**config.mk**
```make
export PLATFORM = sky130hd
export DESIGN_NAME = fec_host
export DESIGN_NICKNAME = d
export VERILOG_FILES = /design/src/design/fec_pkg.sv /design/src/design/fec_cycle.sv /design/src/design/fec_host.sv
export SDC_FILE = /design/constraint.sdc
export NUM_CORES = 1
export LEC_CHECK = 0
export BUFFER_PORTS_ARGS = -buffer_cell sky130_fd_sc_hd__clkbuf_2
export CORE_AREA = 2 2 155 157
export CTS_CLUSTER_DIAMETER = 30
export DETAILED_ROUTE_END_ITERATION = 7
export DIE_AREA = 0 0 157 159
export PLACE_DENSITY = 0.5
export SKIP_CTS_REPAIR_TIMING = 1
export SYNTH_ARGS = -nofsm -noshare
export SYNTH_HDL_FRONTEND = slang
export SYNTH_SLANG_ARGS = --single-unit
```
**constraint.sdc**
```tcl
create_clock -name aclk -period 3.8 [get_ports aclk]
set_input_delay 0 -clock aclk [delete_from_list [all_inputs] [get_ports aclk]]
set_output_delay 0 -clock aclk [all_outputs]
set_load 0.02 [all_outputs]
```
**src/design/fec_pkg.sv**
```systemverilog
package fec_pkg;
    // register offsets (byte addresses, one aligned word each)
    localparam logic [7:0] FEC_REG_CTRL = 8'h00;
    localparam logic [7:0] FEC_REG_ADDR = 8'h04;
    localparam logic [7:0] FEC_REG_STATUS = 8'h08;
    localparam logic [7:0] FEC_REG_FLASH = 8'h0C;
    // ctrl register fields
    localparam int FEC_CTRL_GO = 0;
    localparam int FEC_CTRL_CMD_LSB = 4;
    localparam int FEC_CTRL_RESET = 8;
    // host command codes written to ctrl
    localparam logic [2:0] FEC_OP_ERASE = 3'h1;
    localparam logic [2:0] FEC_OP_POLL = 3'h2;
    localparam logic [2:0] FEC_OP_CLEAR = 3'h3;
    localparam logic [2:0] FEC_OP_READ_ARRAY = 3'h4;
    localparam logic [2:0] FEC_OP_READ = 3'h5;
    // device command codes
    localparam logic [7:0] FEC_CODE_ERASE_SETUP = 8'h20;
    localparam logic [7:0] FEC_CODE_ERASE_CONFIRM = 8'hD0;
    localparam logic [7:0] FEC_CODE_READ_ARRAY = 8'hFF;
    localparam logic [7:0] FEC_CODE_CLEAR_STATUS = 8'h50;
    // operation_status bit positions
    localparam int FEC_SR_READY = 7;
    localparam int FEC_SR_ERASE_ERR = 5;
    localparam int FEC_SR_PROG_ERR = 4;
    localparam int FEC_SR_SUPPLY_LOW = 3;
    // pin geometry
    localparam int FEC_AW = 18;
    localparam int FEC_DW = 16;
    // bus timing: clock period and strobe time
    localparam int FEC_CLK_NS = 25;
    localparam int FEC_STROBE_NS = 100;
    localparam int FEC_STROBE_CYC = (FEC_STROBE_NS + FEC_CLK_NS - 1) / FEC_CLK_NS;
    localparam logic [1:0] FEC_RESP_OKAY = 2'h0;
    localparam logic [1:0] FEC_RESP_SLVERR = 2'h2;
    typedef enum logic [6:0] {
        FEC_IDLE = 7'b0000001,
        FEC_SETUP = 7'b0000010,
        FEC_STROBE = 7'b0000100,
        FEC_GAP = 7'b0001000,
        FEC_POLL = 7'b0010000,
        FEC_DONE = 7'b0100000,
        FEC_RESET = 7'b1000000
    } fec_state_e;
endpackage

```
**src/design/fec_cycle.sv**
```systemverilog
`timescale 1ns/1ps
`default_nettype none
// strobe timer: holds a strobe for the fixed count of cycles
module fec_cycle (
    input wire logic aclk,
    input wire logic aresetn,
    input wire logic start,
    output logic busy,
    output logic last
);
    import fec_pkg::*;
    logic [7:0] count; // cycles remaining
    // load on start, count down to zero
    always_ff @(posedge aclk) begin
        if (!aresetn) begin
            count <= 8'h00;
        end else if (start) begin
            count <= 8'(FEC_STROBE_CYC);
        end else if (count != 8'h00) begin
            count <= count - 8'h01;
        end
    end
    assign busy = (count != 8'h00);
    assign last = (count == 8'h01);
endmodule
`default_nettype wire

```
**src/design/fec_host.sv**
```systemverilog
// Our own choices: register access over AXI4-Lite and the register addresses.
`timescale 1ns/1ps
`default_nettype none
module fec_host (
    input wire logic aclk,
    input wire logic aresetn,
    input wire logic [7:0] s_axil_awaddr,
    input wire logic s_axil_awvalid,
    output logic s_axil_awready,
    input wire logic [31:0] s_axil_wdata,
    input wire logic [3:0] s_axil_wstrb,
    input wire logic s_axil_wvalid,
    output logic s_axil_wready,
    output logic [1:0] s_axil_bresp,
    output logic s_axil_bvalid,
    input wire logic s_axil_bready,
    input wire logic [7:0] s_axil_araddr,
    input wire logic s_axil_arvalid,
    output logic s_axil_arready,
    output logic [31:0] s_axil_rdata,
    output logic [1:0] s_axil_rresp,
    output logic s_axil_rvalid,
    input wire logic s_axil_rready,
    output logic [fec_pkg::FEC_AW-1:0] flash_addr,
    input wire logic [fec_pkg::FEC_DW-1:0] flash_dq_in,
    output logic [fec_pkg::FEC_DW-1:0] flash_dq_out,
    output logic flash_dq_oe_n,
    output logic chip_enable_n,
    output logic output_enable_n,
    output logic write_enable_n,
    output logic reset_powerdown_n
);
    import fec_pkg::*;

    fec_state_e state; // sequencer state
    logic [2:0] op; // current host command
    logic [1:0] phase; // write index within command
    logic is_write; // current strobe is a write
    logic [FEC_AW-1:0] block_addr; // target address
    logic [7:0] status; // last status byte seen
    logic [FEC_DW-1:0] read_data; // last array word
    logic hold_reset; // software holds device in reset
    logic [FEC_DW-1:0] dq_s1, dq_s2; // pin synchroniser
    logic aw_hold, w_hold; // write channels taken
    logic [7:0] aw_addr; // latched write address
    logic [31:0] w_data; // latched write data
    logic go; // start pulse from ctrl write
    logic t_start, t_busy, t_last;

    // decode the device code for a command and phase
    function automatic logic [7:0] dev_code(input logic [2:0] o, input logic [1:0] p);
        case (o)
            FEC_OP_ERASE: dev_code = (p == 2'h0) ? FEC_CODE_ERASE_SETUP
                                                 : FEC_CODE_ERASE_CONFIRM;
            FEC_OP_CLEAR: dev_code = FEC_CODE_CLEAR_STATUS;
            FEC_OP_READ_ARRAY: dev_code = FEC_CODE_READ_ARRAY;
            default: dev_code = 8'h00;
        endcase
    endfunction

    // number of writes each command needs
    function automatic logic [1:0] n_writes(input logic [2:0] o);
        case (o)
            FEC_OP_ERASE: n_writes = 2'h2;
            FEC_OP_CLEAR, FEC_OP_READ_ARRAY: n_writes = 2'h1;
            default: n_writes = 2'h0;
        endcase
    endfunction

    fec_cycle u_timer (
        .aclk(aclk),
        .aresetn(aresetn),
        .start(t_start),
        .busy(t_busy),
        .last(t_last)
    );

    // two-stage synchroniser on the data pins
    always_ff @(posedge aclk) begin
        if (!aresetn) begin
            dq_s1 <= '0;
            dq_s2 <= '0;
        end else begin
            dq_s1 <= flash_dq_in;
            dq_s2 <= dq_s1;
        end
    end

    // write address and data channels, taken in either order
    assign s_axil_awready = !aw_hold && !s_axil_bvalid;
    assign s_axil_wready = !w_hold && !s_axil_bvalid;
    always_ff @(posedge aclk) begin
        if (!aresetn) begin
            aw_hold <= 1'b0;
            w_hold <= 1'b0;
            aw_addr <= 8'h00;
            w_data <= 32'h0;
            s_axil_bvalid <= 1'b0;
            s_axil_bresp <= FEC_RESP_OKAY;
        end else begin
            if (s_axil_awvalid && s_axil_awready) begin
                aw_hold <= 1'b1;
                aw_addr <= s_axil_awaddr;
            end
            if (s_axil_wvalid && s_axil_wready) begin
                w_hold <= 1'b1;
                w_data <= s_axil_wdata;
            end
            if (aw_hold && w_hold) begin
                // both halves present: respond
                aw_hold <= 1'b0;
                w_hold <= 1'b0;
                s_axil_bvalid <= 1'b1;
                s_axil_bresp <= (aw_addr == FEC_REG_CTRL || aw_addr == FEC_REG_ADDR)
                                ? FEC_RESP_OKAY : FEC_RESP_SLVERR;
            end else if (s_axil_bvalid && s_axil_bready) begin
                s_axil_bvalid <= 1'b0;
            end
        end
    end

    // register writes: target address, command launch
    assign go = aw_hold && w_hold && aw_addr == FEC_REG_CTRL && w_data[FEC_CTRL_GO]
                && state == FEC_IDLE;
    always_ff @(posedge aclk) begin
        if (!aresetn) begin
            block_addr <= '0;
            op <= 3'h0;
            hold_reset <= 1'b0;
        end else if (aw_hold && w_hold) begin
            if (aw_addr == FEC_REG_ADDR) begin
                block_addr <= w_data[FEC_AW-1:0];
            end else if (aw_addr == FEC_REG_CTRL) begin
                hold_reset <= w_data[FEC_CTRL_RESET];
                if (go) begin
                    op <= w_data[FEC_CTRL_CMD_LSB +: 3];
                end
            end
        end
    end

    // read channel
    always_ff @(posedge aclk) begin
        if (!aresetn) begin
            s_axil_rvalid <= 1'b0;
            s_axil_rdata <= 32'h0;
            s_axil_rresp <= FEC_RESP_OKAY;
        end else if (s_axil_arvalid && s_axil_arready) begin
            s_axil_rvalid <= 1'b1;
            s_axil_rresp <= FEC_RESP_OKAY;
            case (s_axil_araddr)
                FEC_REG_CTRL: s_axil_rdata <= {23'h0, hold_reset, 1'b0, op, 3'h0,
                                               state != FEC_IDLE};
                FEC_REG_ADDR: s_axil_rdata <= {14'h0, block_addr};
                FEC_REG_STATUS: s_axil_rdata <= {24'h0, status};
                FEC_REG_FLASH: s_axil_rdata <= {16'h0, read_data};
                default: begin
                    s_axil_rdata <= 32'h0;
                    s_axil_rresp <= FEC_RESP_SLVERR;
                end
            endcase
        end else if (s_axil_rready) begin
            s_axil_rvalid <= 1'b0;
        end
    end
    assign s_axil_arready = !s_axil_rvalid;

    // sequencer: writes, read cycles and status polling
    always_ff @(posedge aclk) begin
        if (!aresetn) begin
            state <= FEC_IDLE;
            phase <= 2'h0;
            is_write <= 1'b0;
            status <= 8'h00;
            read_data <= '0;
        end else if (hold_reset && state != FEC_RESET) begin // software hold aborts work
            state <= FEC_RESET;
            status <= 8'h00;
        end else begin
            case (state)
                FEC_IDLE: begin
                    phase <= 2'h0;
                    if (go) begin
                        state <= FEC_SETUP;
                    end
                end
                FEC_SETUP: begin
                    // writes first, then one read cycle per pass if needed
                    is_write <= (phase < n_writes(op));
                    if (phase >= n_writes(op) && op != FEC_OP_ERASE && op != FEC_OP_POLL
                        && op != FEC_OP_READ) begin
                        state <= FEC_DONE;
                    end else begin
                        state <= FEC_STROBE;
                    end
                end
                FEC_STROBE: begin
                    if (t_last) begin
                        if (!is_write) begin
                            // sample synchronised pins as the strobe ends
                            if (op == FEC_OP_READ) begin
                                read_data <= dq_s2;
                            end else begin
                                status <= dq_s2[7:0];
                            end
                        end
                        state <= FEC_GAP;
                    end
                end
                FEC_GAP: begin
                    if (!t_busy) begin
                        if (is_write) begin
                            phase <= phase + 2'h1;
                            state <= FEC_SETUP;
                        end else if (op == FEC_OP_READ) begin
                            state <= FEC_DONE;
                        end else begin
                            state <= FEC_POLL;
                        end
                    end
                end
                FEC_POLL: begin
                    // ready bit ends the wait; errors stay for software
                    if (status[FEC_SR_READY]) begin
                        state <= FEC_DONE;
                    end else begin
                        state <= FEC_SETUP;
                    end
                end
                FEC_DONE: begin
                    state <= FEC_IDLE;
                end
                FEC_RESET: begin
                    if (!hold_reset) begin
                        state <= FEC_IDLE;
                    end
                end
                default: state <= FEC_IDLE;
            endcase
        end
    end

    assign t_start = (state == FEC_SETUP) && !(phase >= n_writes(op) && op != FEC_OP_ERASE
                     && op != FEC_OP_POLL && op != FEC_OP_READ);

    // pin drivers, all from flip-flops
    always_ff @(posedge aclk) begin
        if (!aresetn) begin
            chip_enable_n <= 1'b1;
            output_enable_n <= 1'b1;
            write_enable_n <= 1'b1;
            flash_dq_oe_n <= 1'b1;
            flash_dq_out <= '0;
            flash_addr <= '0;
            reset_powerdown_n <= 1'b0;
        end else begin
            reset_powerdown_n <= !hold_reset;
            flash_addr <= block_addr;
            if (state == FEC_STROBE && !hold_reset) begin // low for all strobe cycles
                // new cycle each poll refreshes status
                chip_enable_n <= 1'b0;
                write_enable_n <= !is_write;
                output_enable_n <= is_write;
                flash_dq_oe_n <= !is_write;
                flash_dq_out <= {8'h00, dev_code(op, phase)};
            end else begin
                // release all three strobes to block stray writes
                chip_enable_n <= 1'b1;
                write_enable_n <= 1'b1;
                output_enable_n <= 1'b1;
                flash_dq_oe_n <= !(is_write && state == FEC_GAP); // data held past strobe
            end
        end
    end
endmodule
`default_nettype wire

```
==> impl_metrics.py <==
metrics = {
    "cells_and_area": {
        "drive_above_1_share_pct": 19.7,
        "syn_to_final_growth_pct": 26.3,
        "utilization_pct": 36.3,
        "fillers": 2427,
        "diodes": 0,
        "layout.nets": 958,
        "fin_cells": 1209,
    },
    "pwr": {
        "power.internal_mw": 3.03,
        "ir_drop_uv": 229,
        "combPwrFrac_pct": 12.2,
        "sw_frac_of_total_pct": 27.0,
        "powerDensity_mw_per_mm2": 494,
        "p_seq_share_pct": 46.8,
        "power_switching_mw": 1.12,
        "p_leak_nw": 3.44,
        "p_clk_share_pct": 41.0,
    },
    "synthesis": {
        "async_flop_share_pct": 0,
        "synth-edff-count": 0,
        "syn_area_sq_mm": 0.00666,
        "post_synth.cell_area_avg_sq_um": 8.99,
        "synthFlopType": "dfxtp_1",
        "yosys_register_bits": 173,
        "synth_cell_types": 46,
        "yosysSeqAreaShare_pct": 52.0,
        "yosys_warnings": 0,
        "syn_inst": 741,
    },
    "cts": {
        "htreeDepth": 4,
        "path_clk_slew_ns": 0.07,
        "cts_tree": "yes",
        "cts.sinks": 173,
        "clk_latency_ns": 0.43,
        "numCtsBuffers": 17,
        "cts-root-buf": "clkbuf_16",
        "ctsLongestPathBuffers": 2,
    },
    "global_routing": {
        "grt_pass1_wl_mm": 26.4,
        "grt_pass1_vias": 4899,
        "antenna_found_initial": 0,
        "grt_max_degree": 56,
        "grt.total_usage_pct": 13.6,
        "grt-ovfl-total": 0,
    },
    "placed_design": {
        "port_buffers": 112,
        "dp_cells": 1132,
        "gp_congestion": 0.833,
        "dp_hpwl_mm": 11.5,
    },
    "drt": {
        "vias": 5316,
        "wl_mm": 16.8,
        "drt_pass1_iterations": 4,
        "viasPerCell": 4.40,
        "ant_nets": 0,
        "drc": 0,
        "routedWlPerCell_microns": 13.9,
        "drt_iter0_markers": 270,
    },
    "job": {
        "cap_violations": 0,
    },
    "critical_path": {
        "cp_max_fo": 8,
        "worst_setup_path_start_kind": "register",
        "cpPeakStageDelay_ns": 0.68,
        "slowest_stage": "or4_1",
        "crit_family": "simple AND/OR/NAND/NOR gates",
        "path_cells": "or4_1 > nor3_2 > nand4_2 > mux2i_1 > nor2_1",
        "worstSetupEndpointType": "register",
        "cp_num_buf_inv": 0,
        "cp.arrival_ns": 2.71,
        "critical_path_class": "register to register",
        "r2r_slack_ns": 1.40,
        "cp.required_ns": 4.10,
    },
    "timing": {
        "finalCritPeriodShare_pct": 63.2,
        "relSlewSlack_pct": 48.4,
        "finalSetupTns_ns": 0,
        "hold_viol": 0,
        "worst_pin_slew_ns": 0.767,
        "max_freq_ghz": 0.416,
        "fin_crit_ns": 2.40,
        "finClkSkew_ns": 0.00798,
        "drv_slew": 0,
        "final-setup-viol-count": 0,
        "rsz0062_at_grt": "false",
    },
    "die": {
        "ios": 155,
        "die_h_microns": 159,
        "dieWidth_microns": 157,
        "start_util_pct": 28.7,
        "rows": 56,
        "core_area_sq_mm": 0.0232,
        "dieArea_sq_mm": 0.0250,
    },
    "hold_path": {
        "hp-class": "input port to register",
    },
    "run_status": {
        "status": "completed",
    },
}
==> metrics by stage <==
step | power [mW] | cell area, sq um | hold slack, ns | setup WS [ns]
finish | 4.15 | 8410 | 0.0116 | 1.40
global route | 4.34 | 8410 | 0.0255 | 1.20
CTS | 4.17 | 7960 | -0.271 | 1.41
detailed placement | 2.46 | 7390 | 0.200 | 1.42
global placement | 2.46 | 7390 | 0.187 | 1.46
floorplan | 2.35 | 6750 | 0.0990 | 1.71
==> worst reg2reg max path, stage by stage (launching register included) <==
cell	delay (ns)
dfxtp_1	0.35
or4_1	0.68
nor3_2	0.46
nand4_2	0.45
mux2i_1	0.29
nor2_1	0.05
==> logic make-up after synthesis <==
group | after synthesis | share of synthesized area (%)
adder cells (fa/ha/maj) | 6 | 1.13
other | 1 | 0.0563
AO/OA/AOI/OAI | 116 | 9.98
AND/OR/NAND/NOR | 324 | 23.8
XOR/XNOR | 6 | 0.789
multiplexers | 34 | 6.07
buffers and inverters | 81 | 6.14
flip-flops | 173 | 52.0
==> synthesized netlist by cell type, drive strengths merged (5+ instances only) <==
library cell	n	area (sq um)
dfxtp	173	3460
nand2	111	417
a21oi	63	315
and2	55	344
nand3	52	260
nor2	49	184
clkbuf	41	154
buf	29	214
o21ai	25	125
mux2i	19	190
nand2b	14	87.6
mux2	11	124
a22oi	10	75.1
inv	10	37.5
nor3	10	65.1
nor4	9	62.6
and3	6	37.5
ha	6	75.1
nor2b	5	31.3
==> sequential cells by signal (all words and copies together) (netlist names), 2 cells and up <==
name / count
dq_s2: 16
flash_dq_out: 4
phase: 2
status: 8
state: 7
s_axil_rdata: 18
op: 3
read_data: 16
flash_addr: 18
block_addr: 18
w_data: 18
aw_addr: 8
u_timer.count: 8
dq_s1: 16
==> per-layer routing <==
metal,share of wire [%],vias up,GRT usage (%)
met4,0.84,0,4.38
met1,46,2457,17.6
met3,5.5,11,4.27
li1,-,2723,-
met5,0,-,0
met2,48,125,21.4
==> power by group through the flow <==
stage | sequential (mW) | clock, mW | combinational, mW
3_3_place_gp | 1.98 | 0 | 0.473
5_1_grt | 1.96 | 1.83 | 0.560
6_report | 1.94 | 1.70 | 0.506
3_5_place_dp | 1.99 | 0 | 0.473
4_1_cts | 1.94 | 1.75 | 0.477
2_1_floorplan | 1.97 | 0 | 0.374
==> final cells by class <==
| cell class | instances | area [sq um] | share of cell area (%) |
|---|---|---|---|
| clock buffers | 18 | 439 | 5.22 |
| clock inverters | 14 | 130 | 1.55 |
| inverters | 11 | 41.3 | 0.491 |
| multi-input cells | 510 | 2870 | 34.2 |
| flip-flops and latches | 173 | 3460 | 41.2 |
| well taps | 319 | 399 | 4.75 |
| repair buffers | 164 | 1060 | 12.6 |
==> cells in the final DEF, fill, tap and decap left out, drive strengths merged, types with 6 or more instances in the layout <==
cell,count
inv,17
mux2,11
a22oi,10
buf,7
a21oi,63
clkbuf,130
dlygate4sd3,45
conb,24
nand2,111
and2,55
mux2i,19
clkinv,6
and3,6
nand2b,14
nand3,52
dfxtp,173
nor4,9
nor2,49
ha,6
nor3,10
o21ai,25
==> final timing paths <==
check                 start               end  cells after the start
min          s_axil_arvalid  s_axil_rdata[17]                      4
max                state[6]         status[0]                      5
max reg2reg        state[6]         status[0]                      5
min reg2reg        dq_s1[2]          dq_s2[2]                      1
No activity file was read; power rests on OpenSTA's default activity.
